**src/state_store_pkg.sv**
```systemverilog
// Constants and types for the instrument state store
// Overview of operation
// Six non-volatile slots, zero to five, each holds a full configuration.
// On power-down the live configuration is written into slot zero.
// Slot zero may hold a saved state but power cycling overwrites it.
// Save overwrites the slot silently and marks it valid.
// A saved state holds every module's complete configuration.
// Factory reset keeps slots; states persist until overwritten or deleted.
// Recall of an empty or deleted slot is refused with an error.
// As shipped, slots one to five empty, slot zero holds power-on state.
// On recall, slots whose module type differs get a card power-on reset.
// Names only for slots one to five; naming slot zero is rejected.
// Name up to 12 chars, letter first, then letters, digits, underscores.
// A name request with no name clears the name, keeps the state.
// Name query returns the name quoted, or an empty quoted string; here unquoted name bytes, an empty name as zeros.
// Delete invalidates slot zero to five contents but keeps its name.
// Auto-recall, default on: power-up recalls slot 0, else factory reset.
// Validity query returns 1 for a stored state, else 0.
// Slot-count query always returns 6.
// Recall applies all settings atomically before the next command.
`default_nettype none
package state_store_pkg;
   // -----------------------------------------------------------------
   // Sizes and reset values
   // -----------------------------------------------------------------
   localparam int unsigned NUM_SLOTS   = 6;
   localparam int unsigned SLOT_W      = 3;
   localparam int unsigned CFG_W       = 32;
   localparam int unsigned NUM_MODS    = 3;
   localparam int unsigned MTYPE_W     = 4;
   localparam int unsigned NAME_LEN    = 12;
   localparam int unsigned NAME_W      = NAME_LEN * 8;
   localparam int unsigned ADDR_W      = 4;
   localparam logic [7:0]  SLOT_COUNT  = 8'h06;
   localparam logic        AUTO_RST    = 1'b1;
   localparam logic [CFG_W-1:0] CFG_FACTORY = 32'h0000_0000;
   localparam logic [CFG_W-1:0] CFG_POWERON = 32'h0000_0000;

   // -----------------------------------------------------------------
   // Register offsets
   // -----------------------------------------------------------------
   localparam logic [ADDR_W-1:0] A_CMD    = 4'h0;
   localparam logic [ADDR_W-1:0] A_STATUS = 4'h1;
   localparam logic [ADDR_W-1:0] A_AUTO   = 4'h2;
   localparam logic [ADDR_W-1:0] A_VALID  = 4'h3;
   localparam logic [ADDR_W-1:0] A_COUNT  = 4'h4;
   localparam logic [ADDR_W-1:0] A_NAME0  = 4'h5;
   localparam logic [ADDR_W-1:0] A_NAME1  = 4'h6;
   localparam logic [ADDR_W-1:0] A_NAME2  = 4'h7;
   localparam logic [ADDR_W-1:0] A_NAMEQ  = 4'h8;
   localparam logic [ADDR_W-1:0] A_IRQ_ST = 4'h9;
   localparam logic [ADDR_W-1:0] A_IRQ_MK = 4'hA;

   // Command register: [2:0] slot, [6:4] opcode
   localparam int unsigned CMD_SLOT_LSB = 0;
   localparam int unsigned CMD_OP_LSB   = 4;

   typedef enum logic [2:0] {
      OP_NOP, OP_SAVE, OP_RECALL, OP_DELETE, OP_NAME, OP_NAME_CLR
   } op_e;

   // Event bits: 0 done, 1 error, 2 card reset issued
   localparam int unsigned EV_DONE = 0;
   localparam int unsigned EV_ERR  = 1;
   localparam int unsigned EV_CARD_POWER_ON_RESET = 2;
   localparam int unsigned EV_W    = 3;
endpackage
`default_nettype wire

```
**src/instrument_state_store.sv**
```systemverilog
// Instrument state store: six slots, names, auto-recall, host port
//
// Our own choices: strobed register access and the register addresses.
`timescale 1ns/1ps
`default_nettype none
module instrument_state_store (
   input  wire logic        mclk_i,
   input  wire logic        rst_n_i,
   input  wire logic [3:0]  addr_i,
   input  wire logic [31:0] wdata_i,
   input  wire logic        wr_i,
   input  wire logic        rd_i,
   output logic      [31:0] rdata_o,
   input  wire logic        power_down_i,
   input  wire logic [31:0] live_cfg_i,
   input  wire logic [11:0] mod_type_i,
   output logic      [31:0] cfg_o,
   output logic             cfg_load_o,
   output logic      [2:0]  card_power_on_reset_o,
   output logic             irq_o
);
   localparam int unsigned NS = state_store_pkg::NUM_SLOTS;
   localparam int unsigned MW = state_store_pkg::MTYPE_W;
   localparam int unsigned NW = state_store_pkg::NAME_W;

   typedef struct packed {
      // Slot storage
      logic [NS-1:0][31:0]      cfg;
      logic [NS-1:0][11:0]      mtype;
      logic [NS-1:0]            valid;
      logic [NS-1:0][NW-1:0]    name;
      // Host staging and power sequencing
      logic [NW-1:0]            stage;
      logic                     auto_rcl;
      logic                     booted;
      logic                     pd_done;
      // Configuration handed to the instrument, error code and events
      logic [31:0]              live;
      logic                     load;
      logic [2:0]               card_power_on_reset;
      logic [2:0]               err_code;
      logic [state_store_pkg::EV_W-1:0] ev;
      logic [state_store_pkg::EV_W-1:0] mask;
      // Read path and interrupt
      logic [2:0]               qslot;
      logic [31:0]              rdata;
      logic                     irq;
   } state_s;

   state_s q, d;

   // -----------------------------------------------------------------
   // Helpers
   // -----------------------------------------------------------------
   function automatic logic is_letter(input logic [7:0] c);
      return (c >= 8'h41 && c <= 8'h5A) ||
             (c >= 8'h61 && c <= 8'h7A);
   endfunction

   function automatic logic is_tail(input logic [7:0] c);
      return is_letter(c) || (c >= 8'h30 && c <= 8'h39) ||
             c == 8'h5F;
   endfunction

   // Name packed left-justified, char 0 in top byte, 8'h00 terminates
   function automatic logic name_ok(input logic [NW-1:0] n);
      logic ok;
      logic ended;
      ok    = is_letter(n[NW-1 -: 8]);
      ended = 1'b0;
      for (int i = 1; i < state_store_pkg::NAME_LEN; i++) begin
         if (n[NW-1-8*i -: 8] == 8'h00) begin
            ended = 1'b1;
         end else if (ended || !is_tail(n[NW-1-8*i -: 8])) begin
            ok = 1'b0;
         end
      end
      return ok;
   endfunction

   // Per-module type mismatch; slot must hold all module types
   function automatic logic [2:0] type_diff(input logic [11:0] a,
                                            input logic [11:0] b);
      logic [2:0] r;
      for (int m = 0; m < state_store_pkg::NUM_MODS; m++) begin
         r[m] = a[m*MW +: MW] != b[m*MW +: MW];
      end
      return r;
   endfunction

   // Slots past the last one are refused everywhere,
   // never wrapped onto a real slot
   function automatic logic slot_ok(input logic [2:0] s);
      return s < 3'(NS);
   endfunction

   // One 32-bit word of a slot name; an out-of-range query slot
   // reads as an empty name instead of unknown data
   function automatic logic [31:0] name_word(
      input logic [NS-1:0][NW-1:0] names,
      input logic [2:0]            s,
      input logic [1:0]            w
   );
      logic [NW-1:0] one;
      one = '0;
      if (slot_ok(s)) begin
         one = names[s];
      end
      return one[NW-1-32*w -: 32];
   endfunction

   // -----------------------------------------------------------------
   // Next-state logic
   // -----------------------------------------------------------------
   always_comb begin
      logic [2:0]  slot;
      logic [2:0]  diff;
      state_store_pkg::op_e op;
      logic [state_store_pkg::EV_W-1:0] set;
      d    = q;
      slot = wdata_i[state_store_pkg::CMD_SLOT_LSB +: 3];
      op   = state_store_pkg::op_e'(
                wdata_i[state_store_pkg::CMD_OP_LSB +: 3]);
      diff = 3'h0;
      set  = '0;
      // One-cycle pulses fall back each clock
      d.load  = 1'b0;
      d.card_power_on_reset  = 3'h0;
      d.rdata = 32'h0000_0000;

      // ---------------------------------------------------------------
      // Power-up action once out of reset
      // ---------------------------------------------------------------
      if (!q.booted) begin
         d.booted = 1'b1;
         d.load   = 1'b1;
         if (q.auto_rcl && q.valid[0]) begin
            diff   = type_diff(q.mtype[0], mod_type_i);
            d.live = q.cfg[0];
            d.card_power_on_reset = diff;
         end else begin
            d.live = state_store_pkg::CFG_FACTORY;
         end
      end else begin
         if (!d.load) begin
            d.live = live_cfg_i;
         end
      end

      // ---------------------------------------------------------------
      // Power-down autosave into slot zero, once per power event
      // ---------------------------------------------------------------
      // Level input; pd_done stops a long power-fail from re-saving
      if (power_down_i && !q.pd_done) begin
         d.cfg[0]   = live_cfg_i;
         d.mtype[0] = mod_type_i;
         d.valid[0] = 1'b1;
         d.pd_done  = 1'b1;
      end else if (!power_down_i) begin
         d.pd_done = 1'b0;
      end

      // ---------------------------------------------------------------
      // Host writes
      // ---------------------------------------------------------------
      // Writes during the power-up edge are dropped on purpose
      if (wr_i && q.booted) begin
         case (addr_i)
            state_store_pkg::A_CMD: begin
               if (!slot_ok(slot)) begin
                  set[state_store_pkg::EV_ERR] = 1'b1;
                  d.err_code = 3'h1;
               end else begin
                  case (op)
                     state_store_pkg::OP_SAVE: begin
                        d.cfg[slot]   = live_cfg_i;
                        d.mtype[slot] = mod_type_i;
                        d.valid[slot] = 1'b1;
                        set[state_store_pkg::EV_DONE] = 1'b1;
                     end

                     state_store_pkg::OP_RECALL: begin
                        if (!q.valid[slot]) begin
                           set[state_store_pkg::EV_ERR] = 1'b1;
                           d.err_code = 3'h2;
                        end else begin
                           diff   = type_diff(q.mtype[slot], mod_type_i);
                           d.card_power_on_reset = diff;
                           d.live = q.cfg[slot];
                           d.load = 1'b1;
                           set[state_store_pkg::EV_DONE] = 1'b1;
                           set[state_store_pkg::EV_CARD_POWER_ON_RESET] = |diff;
                        end
                     end

                     state_store_pkg::OP_DELETE: begin
                        d.valid[slot] = 1'b0;
                        set[state_store_pkg::EV_DONE] = 1'b1;
                     end

                     state_store_pkg::OP_NAME: begin
                        if (slot == 3'h0 || !name_ok(q.stage)) begin
                           set[state_store_pkg::EV_ERR] = 1'b1;
                           d.err_code = 3'h3;
                        end else begin
                           d.name[slot] = q.stage;
                           set[state_store_pkg::EV_DONE] = 1'b1;
                        end
                     end

                     state_store_pkg::OP_NAME_CLR: begin
                        if (slot == 3'h0) begin
                           set[state_store_pkg::EV_ERR] = 1'b1;
                           d.err_code = 3'h3;
                        end else begin
                           d.name[slot] = '0;
                           set[state_store_pkg::EV_DONE] = 1'b1;
                        end
                     end

                     default: begin
                        set[state_store_pkg::EV_ERR] = 1'b1;
                        d.err_code = 3'h4;
                     end
                  endcase
               end
            end
            state_store_pkg::A_AUTO: begin
               d.auto_rcl = wdata_i[0];
            end

            state_store_pkg::A_NAME0: begin
               d.stage[NW-1 -: 32] = wdata_i;
            end

            state_store_pkg::A_NAME1: begin
               d.stage[NW-33 -: 32] = wdata_i;
            end

            state_store_pkg::A_NAME2: begin
               d.stage[31:0] = wdata_i;
            end

            state_store_pkg::A_NAMEQ: begin
               d.qslot = wdata_i[2:0];
            end

            state_store_pkg::A_IRQ_ST: begin
               d.ev = q.ev & ~wdata_i[2:0];
            end

            state_store_pkg::A_IRQ_MK: begin
               d.mask = wdata_i[2:0];
            end

            default: begin
            end
         endcase
      end
      // Set wins over a write-one clear in the same cycle
      d.ev = d.ev | set;

      // ---------------------------------------------------------------
      // Host reads
      // ---------------------------------------------------------------
      // Data stand one cycle only; idle cycles read as zero
      if (rd_i) begin
         case (addr_i)
            state_store_pkg::A_STATUS: begin
               d.rdata = {29'h0, q.err_code};
            end

            state_store_pkg::A_AUTO: begin
               d.rdata = {31'h0, q.auto_rcl};
            end

            state_store_pkg::A_VALID: begin
               d.rdata = {26'h0, q.valid};
            end

            state_store_pkg::A_COUNT: begin
               d.rdata = {24'h0, state_store_pkg::SLOT_COUNT};
            end

            state_store_pkg::A_NAME0: begin
               d.rdata = name_word(q.name, q.qslot, 2'h0);
            end

            state_store_pkg::A_NAME1: begin
               d.rdata = name_word(q.name, q.qslot, 2'h1);
            end

            state_store_pkg::A_NAME2: begin
               d.rdata = name_word(q.name, q.qslot, 2'h2);
            end

            state_store_pkg::A_NAMEQ: begin
               d.rdata = {29'h0, q.qslot};
            end

            state_store_pkg::A_IRQ_ST: begin
               d.rdata = {29'h0, q.ev};
            end

            state_store_pkg::A_IRQ_MK: begin
               d.rdata = {29'h0, q.mask};
            end

            default: begin
               d.rdata = 32'h0000_0000;
            end
         endcase
      end

      // ---------------------------------------------------------------
      // Interrupt
      // ---------------------------------------------------------------
      d.irq = |(d.ev & d.mask);
   end

   // -----------------------------------------------------------------
   // State register
   // -----------------------------------------------------------------
   // Slot storage stands for the non-volatile array; reset here models
   // the as-shipped contents only.
   always_ff @(posedge mclk_i or negedge rst_n_i) begin
      if (!rst_n_i) begin
         q          <= '0;
         q.valid    <= 6'h01;
         q.cfg[0]   <= state_store_pkg::CFG_POWERON;
         q.auto_rcl <= state_store_pkg::AUTO_RST;
      end else begin
         q <= d;
      end
   end

   // -----------------------------------------------------------------
   // Outputs, all straight from the state register
   // -----------------------------------------------------------------
   assign rdata_o               = q.rdata;
   assign cfg_o                 = q.live;
   assign cfg_load_o            = q.load;
   assign card_power_on_reset_o = q.card_power_on_reset;
   assign irq_o                 = q.irq;
endmodule // instrument_state_store
`default_nettype wire

```
**config.mk**
```make
export PLATFORM = sky130hd
export DESIGN_NAME = instrument_state_store
export DESIGN_NICKNAME = d
export VERILOG_FILES = /design/src/state_store_pkg.sv /design/src/instrument_state_store.sv
export SDC_FILE = /design/constraint.sdc
export NUM_CORES = 2
export LEC_CHECK = 0
export CORE_MARGIN = 10
export CORE_UTILIZATION = 40
export DETAILED_ROUTE_END_ITERATION = 16
export DONT_BUFFER_PORTS = 1
export GPL_TIMING_DRIVEN = 0
export PLACE_DENSITY_LB_ADDON = 0.15
export SYNTH_ARGS = -nofsm -noshare
export SYNTH_HDL_FRONTEND = slang
export SYNTH_SLANG_ARGS = --single-unit
```
**constraint.sdc**
```tcl
create_clock -name mclk_i -period 4.6 [get_ports mclk_i]
set_input_delay 0.46 -clock mclk_i [delete_from_list [all_inputs] [get_ports mclk_i]]
set_output_delay 0.46 -clock mclk_i [all_outputs]
set_load 0.03 [all_outputs]
```
==> metrics <==
status=complete, no violations; multi-input logic area=16700 µm²; drt initial violations=2663; Critical Path Max Stage Delay=0.85 ns; CTS H-tree depth=3; hold wc startpoint=wdata_i[5]; Post-synth EDFFs=0; Pre-antenna DRT Iters=7; CTS tree=done; Syn Nets=3448; row cnt=122; largest net degree at the start of global routing=1027; kind of end point of the critical path=flip-flop; clk root buf=clkbuf_16; slowest cell on the critical path=clkbuf_1; most common cell in the netlist=dfrtp_1; unrepaired setup endpoints after global routing=false; port bufs=0; Placeable Area=111000 µm²; Synth top area share=57.3%; layout cells sized above 1=24.9%; Post-Synth Adder-Cell Area=0%; Post-Synth XOR/XNOR Area=0.470%; Worst Tran Pin Value=1.40 ns; CP delay by family, top=buffers and inverters; Max VDD drop=452 µV; min Tclk post-route=4.49 ns; Compound-Gate Fraction of Synth Area=15.1%; gr usage total=23.0%; HPWL Detailed=100000 µm; CTS Sinks=1026; Final Cycle Share=97.6%; area leader, netlist=dfrtp_1; r2r setup slk=0.16 ns; DR vias=30.2k; clock buffer depth=3; Simple-Gate Fraction of Synth Area=4.69%; GRT overflow=0; Total Power=21.2 mW; die area=126000 µm²; Max Clk Rate=0.223 GHz; max_slew headroom=6.18%; Mean Syn Cell Area=13.3 µm²; first-pass GRT wire length=216000 µm; Final Hold Viols=0; Initial Util=40.3%; setup TNS=0 ns; Area Growth Syn to Fin=14.6%; drt drc=0; worst hold margin=0.0522 ns; yosys warns=0; synth unique cells=77; register area share after synthesis=57.4%; Reg-to-Reg End=rdata_o[2]; vias in the first global route=30.7k; worst path cell trace=clkbuf_1 > buf_1 > clkbuf_1 > buf_2 > buf_1 > nor2_1 > a22oi_1 > o22ai_1 > nor3_1 > nor2_1; routed wire length=147000 µm; synthesized instance count=3363; Worst Setup Start Kind=input pin; Seq cells post-synth=1026; Final nets=3629; Die Y=354 µm; setup skew after layout=0.0289 ns; DP Worst Slack=-0.794 ns; arrival time at the worst endpoint=4.98 ns; Final WS setup=0.109 ns; CP max FO=10; Worst Hold Endpoint=q[756]; worst path bufs/invs=5; via density per instance=5.88; CTS Buf Count=111; top_reg_cell synth=dfrtp_1; fillcell total=10.2k; Clock Latency Late Sink=0.71 ns; Syn Std Cell Area=44700 µm²; Synth top cells by count=dfrtp_1, a22o_1, mux2_2, clkbuf_1, a22oi_1; Final setup viols=0; leakage=23.2 nW; maxcap violations=0; WS Path Type=in -> reg; main combinational cell family by area after synthesis=multiplexers; Die X=354 µm; GP Congestion=0.877; IO Count=154; Routed Antenna Nets=0; multiplexer area fraction after synthesis=16.9%; Slew Limit Fails=0; PD cells=414 nW/µm²; R2R Path Start=q[33]; clk slew on worst S/H paths=0.06 ns; Critical Path RT=5.09 ns; routed len/inst=28.7 µm; initial antenna violation count=14; Synth area leaders=dfrtp_1, mux2_2, a22o_1; Hold Crit Class=in -> reg; R2R depth=10; Synth async-reset ratio=100%; hold path cells=2; Reg area=25700 µm²
-- state kept, by name, indices dropped and copies added, names as in the netlist --
name and cells:
card_power_on_reset_o 3, irq_o 1, cfg_load_o 1, q 957
rdata_o 32, cfg_o 32
-- per-stage QoR --
step                      util, %  cells  cell area [µm²]
after global placement       42.0   4851            46600
after global routing         46.2   5126            51200
after detailed placement     42.0   4852            46600
final                        46.2   5130            51200
after CTS                    46.0   5115            51000
after floorplan                 -   3363            44700
-- metal layers --
layer	share of wire (%)	wire, µm	global-route usage (%)	vias up
met5	0.043	64	0	-
met4	4.6	6770	9.64	10
met3	5.7	8390	3.95	271
met2	46	67400	35.8	1053
met1	44	64800	31.5	16000
li1	-	-	-	12800
-- how the worst max path moves through the flow --
stage                          from  cells past startpoint  slack, ns         end
after floorplan           addr_i[0]                      9       1.70      q[408]
after global placement       q[151]                     11      -0.82      q[628]
after detailed placement     q[151]                     11      -0.79      q[631]
after CTS                    q[159]                     10       0.03      q[629]
after global routing          q[33]                     10       0.01  rdata_o[2]
final                     addr_i[1]                     10       0.11  rdata_o[2]
-- report_power, final --
group	total, mW	switching (mW)	internal, mW
logic	2.37	1.62	0.748
clock network	9.31	3.82	5.49
registers	9.54	0.232	9.31
total	21.2	5.67	15.6
-- cells by family after synthesis --
family | count (synthesis)
flops | 1026
other cells | 1
xor+xnor | 24
buf+inv | 502
mux | 558
compound gates | 860
simple gates | 392
-- worst register-to-register path, stage by stage (launching register included) --
cell	delay, ns
dfrtp_1	0.32
clkbuf_1	0.63
buf_1	0.49
clkbuf_1	0.69
buf_1	0.91
mux2i_1	0.46
o22ai_1	0.12
a21oi_1	0.12
nor2_1	0.06
nor3_1	0.25
nor2_1	0.19
-- layout make-up --
cell class	instances	share of cell area, %
multi-input combinational	1835	32.5
timing repair buffer	68	1.52
buffer	486	4.62
inverter	16	0.117
antenna	7	0.0342
clock inverter	34	0.762
clock buffer	170	6.68
tap	1488	3.63
sequential	1026	50.1
-- what timing repair did --
item / CTS / global route
hold endpoints to repair: 1327 / 161
hold buffers: 59 / 2
setup endpoints to repair: 435 / 302
gates resized for setup: 5 / 11
pin swaps: 0 / 1
gates cloned: 0 / 0
buffers inserted: 0 / 1
-- cells in the final DEF, fill, tap and decap left out, types with 13 or more instances in the layout --
cell type / netlist / routed
nand2_1: 109 / 109
a21oi_1: 54 / 54
mux4_2: 118 / 118
o22a_1: 28 / 28
mux2_2: 397 / 397
dfrtp_1: 1024 / 1024
and2_1: 64 / 64
clkbuf_1: 280 / 296
a22o_1: 421 / 421
xor2_1: 22 / 22
nor2_1: 104 / 104
buf_1: 38 / 38
inv_1: 16 / 16
o21ai_0: 42 / 42
a31oi_1: 68 / 68
mux2i_1: 43 / 43
o22ai_1: 13 / 13
clkbuf_8: 0 / 40
buf_6: 22 / 22
nor3_1: 14 / 13
a22oi_1: 160 / 160
clkinv_2: 0 / 20
buf_4: 74 / 76
dlygate4sd3_1: 0 / 60
clkbuf_16: 0 / 112
buf_2: 70 / 70
Note: power is estimated with default switching activity, not from simulation.
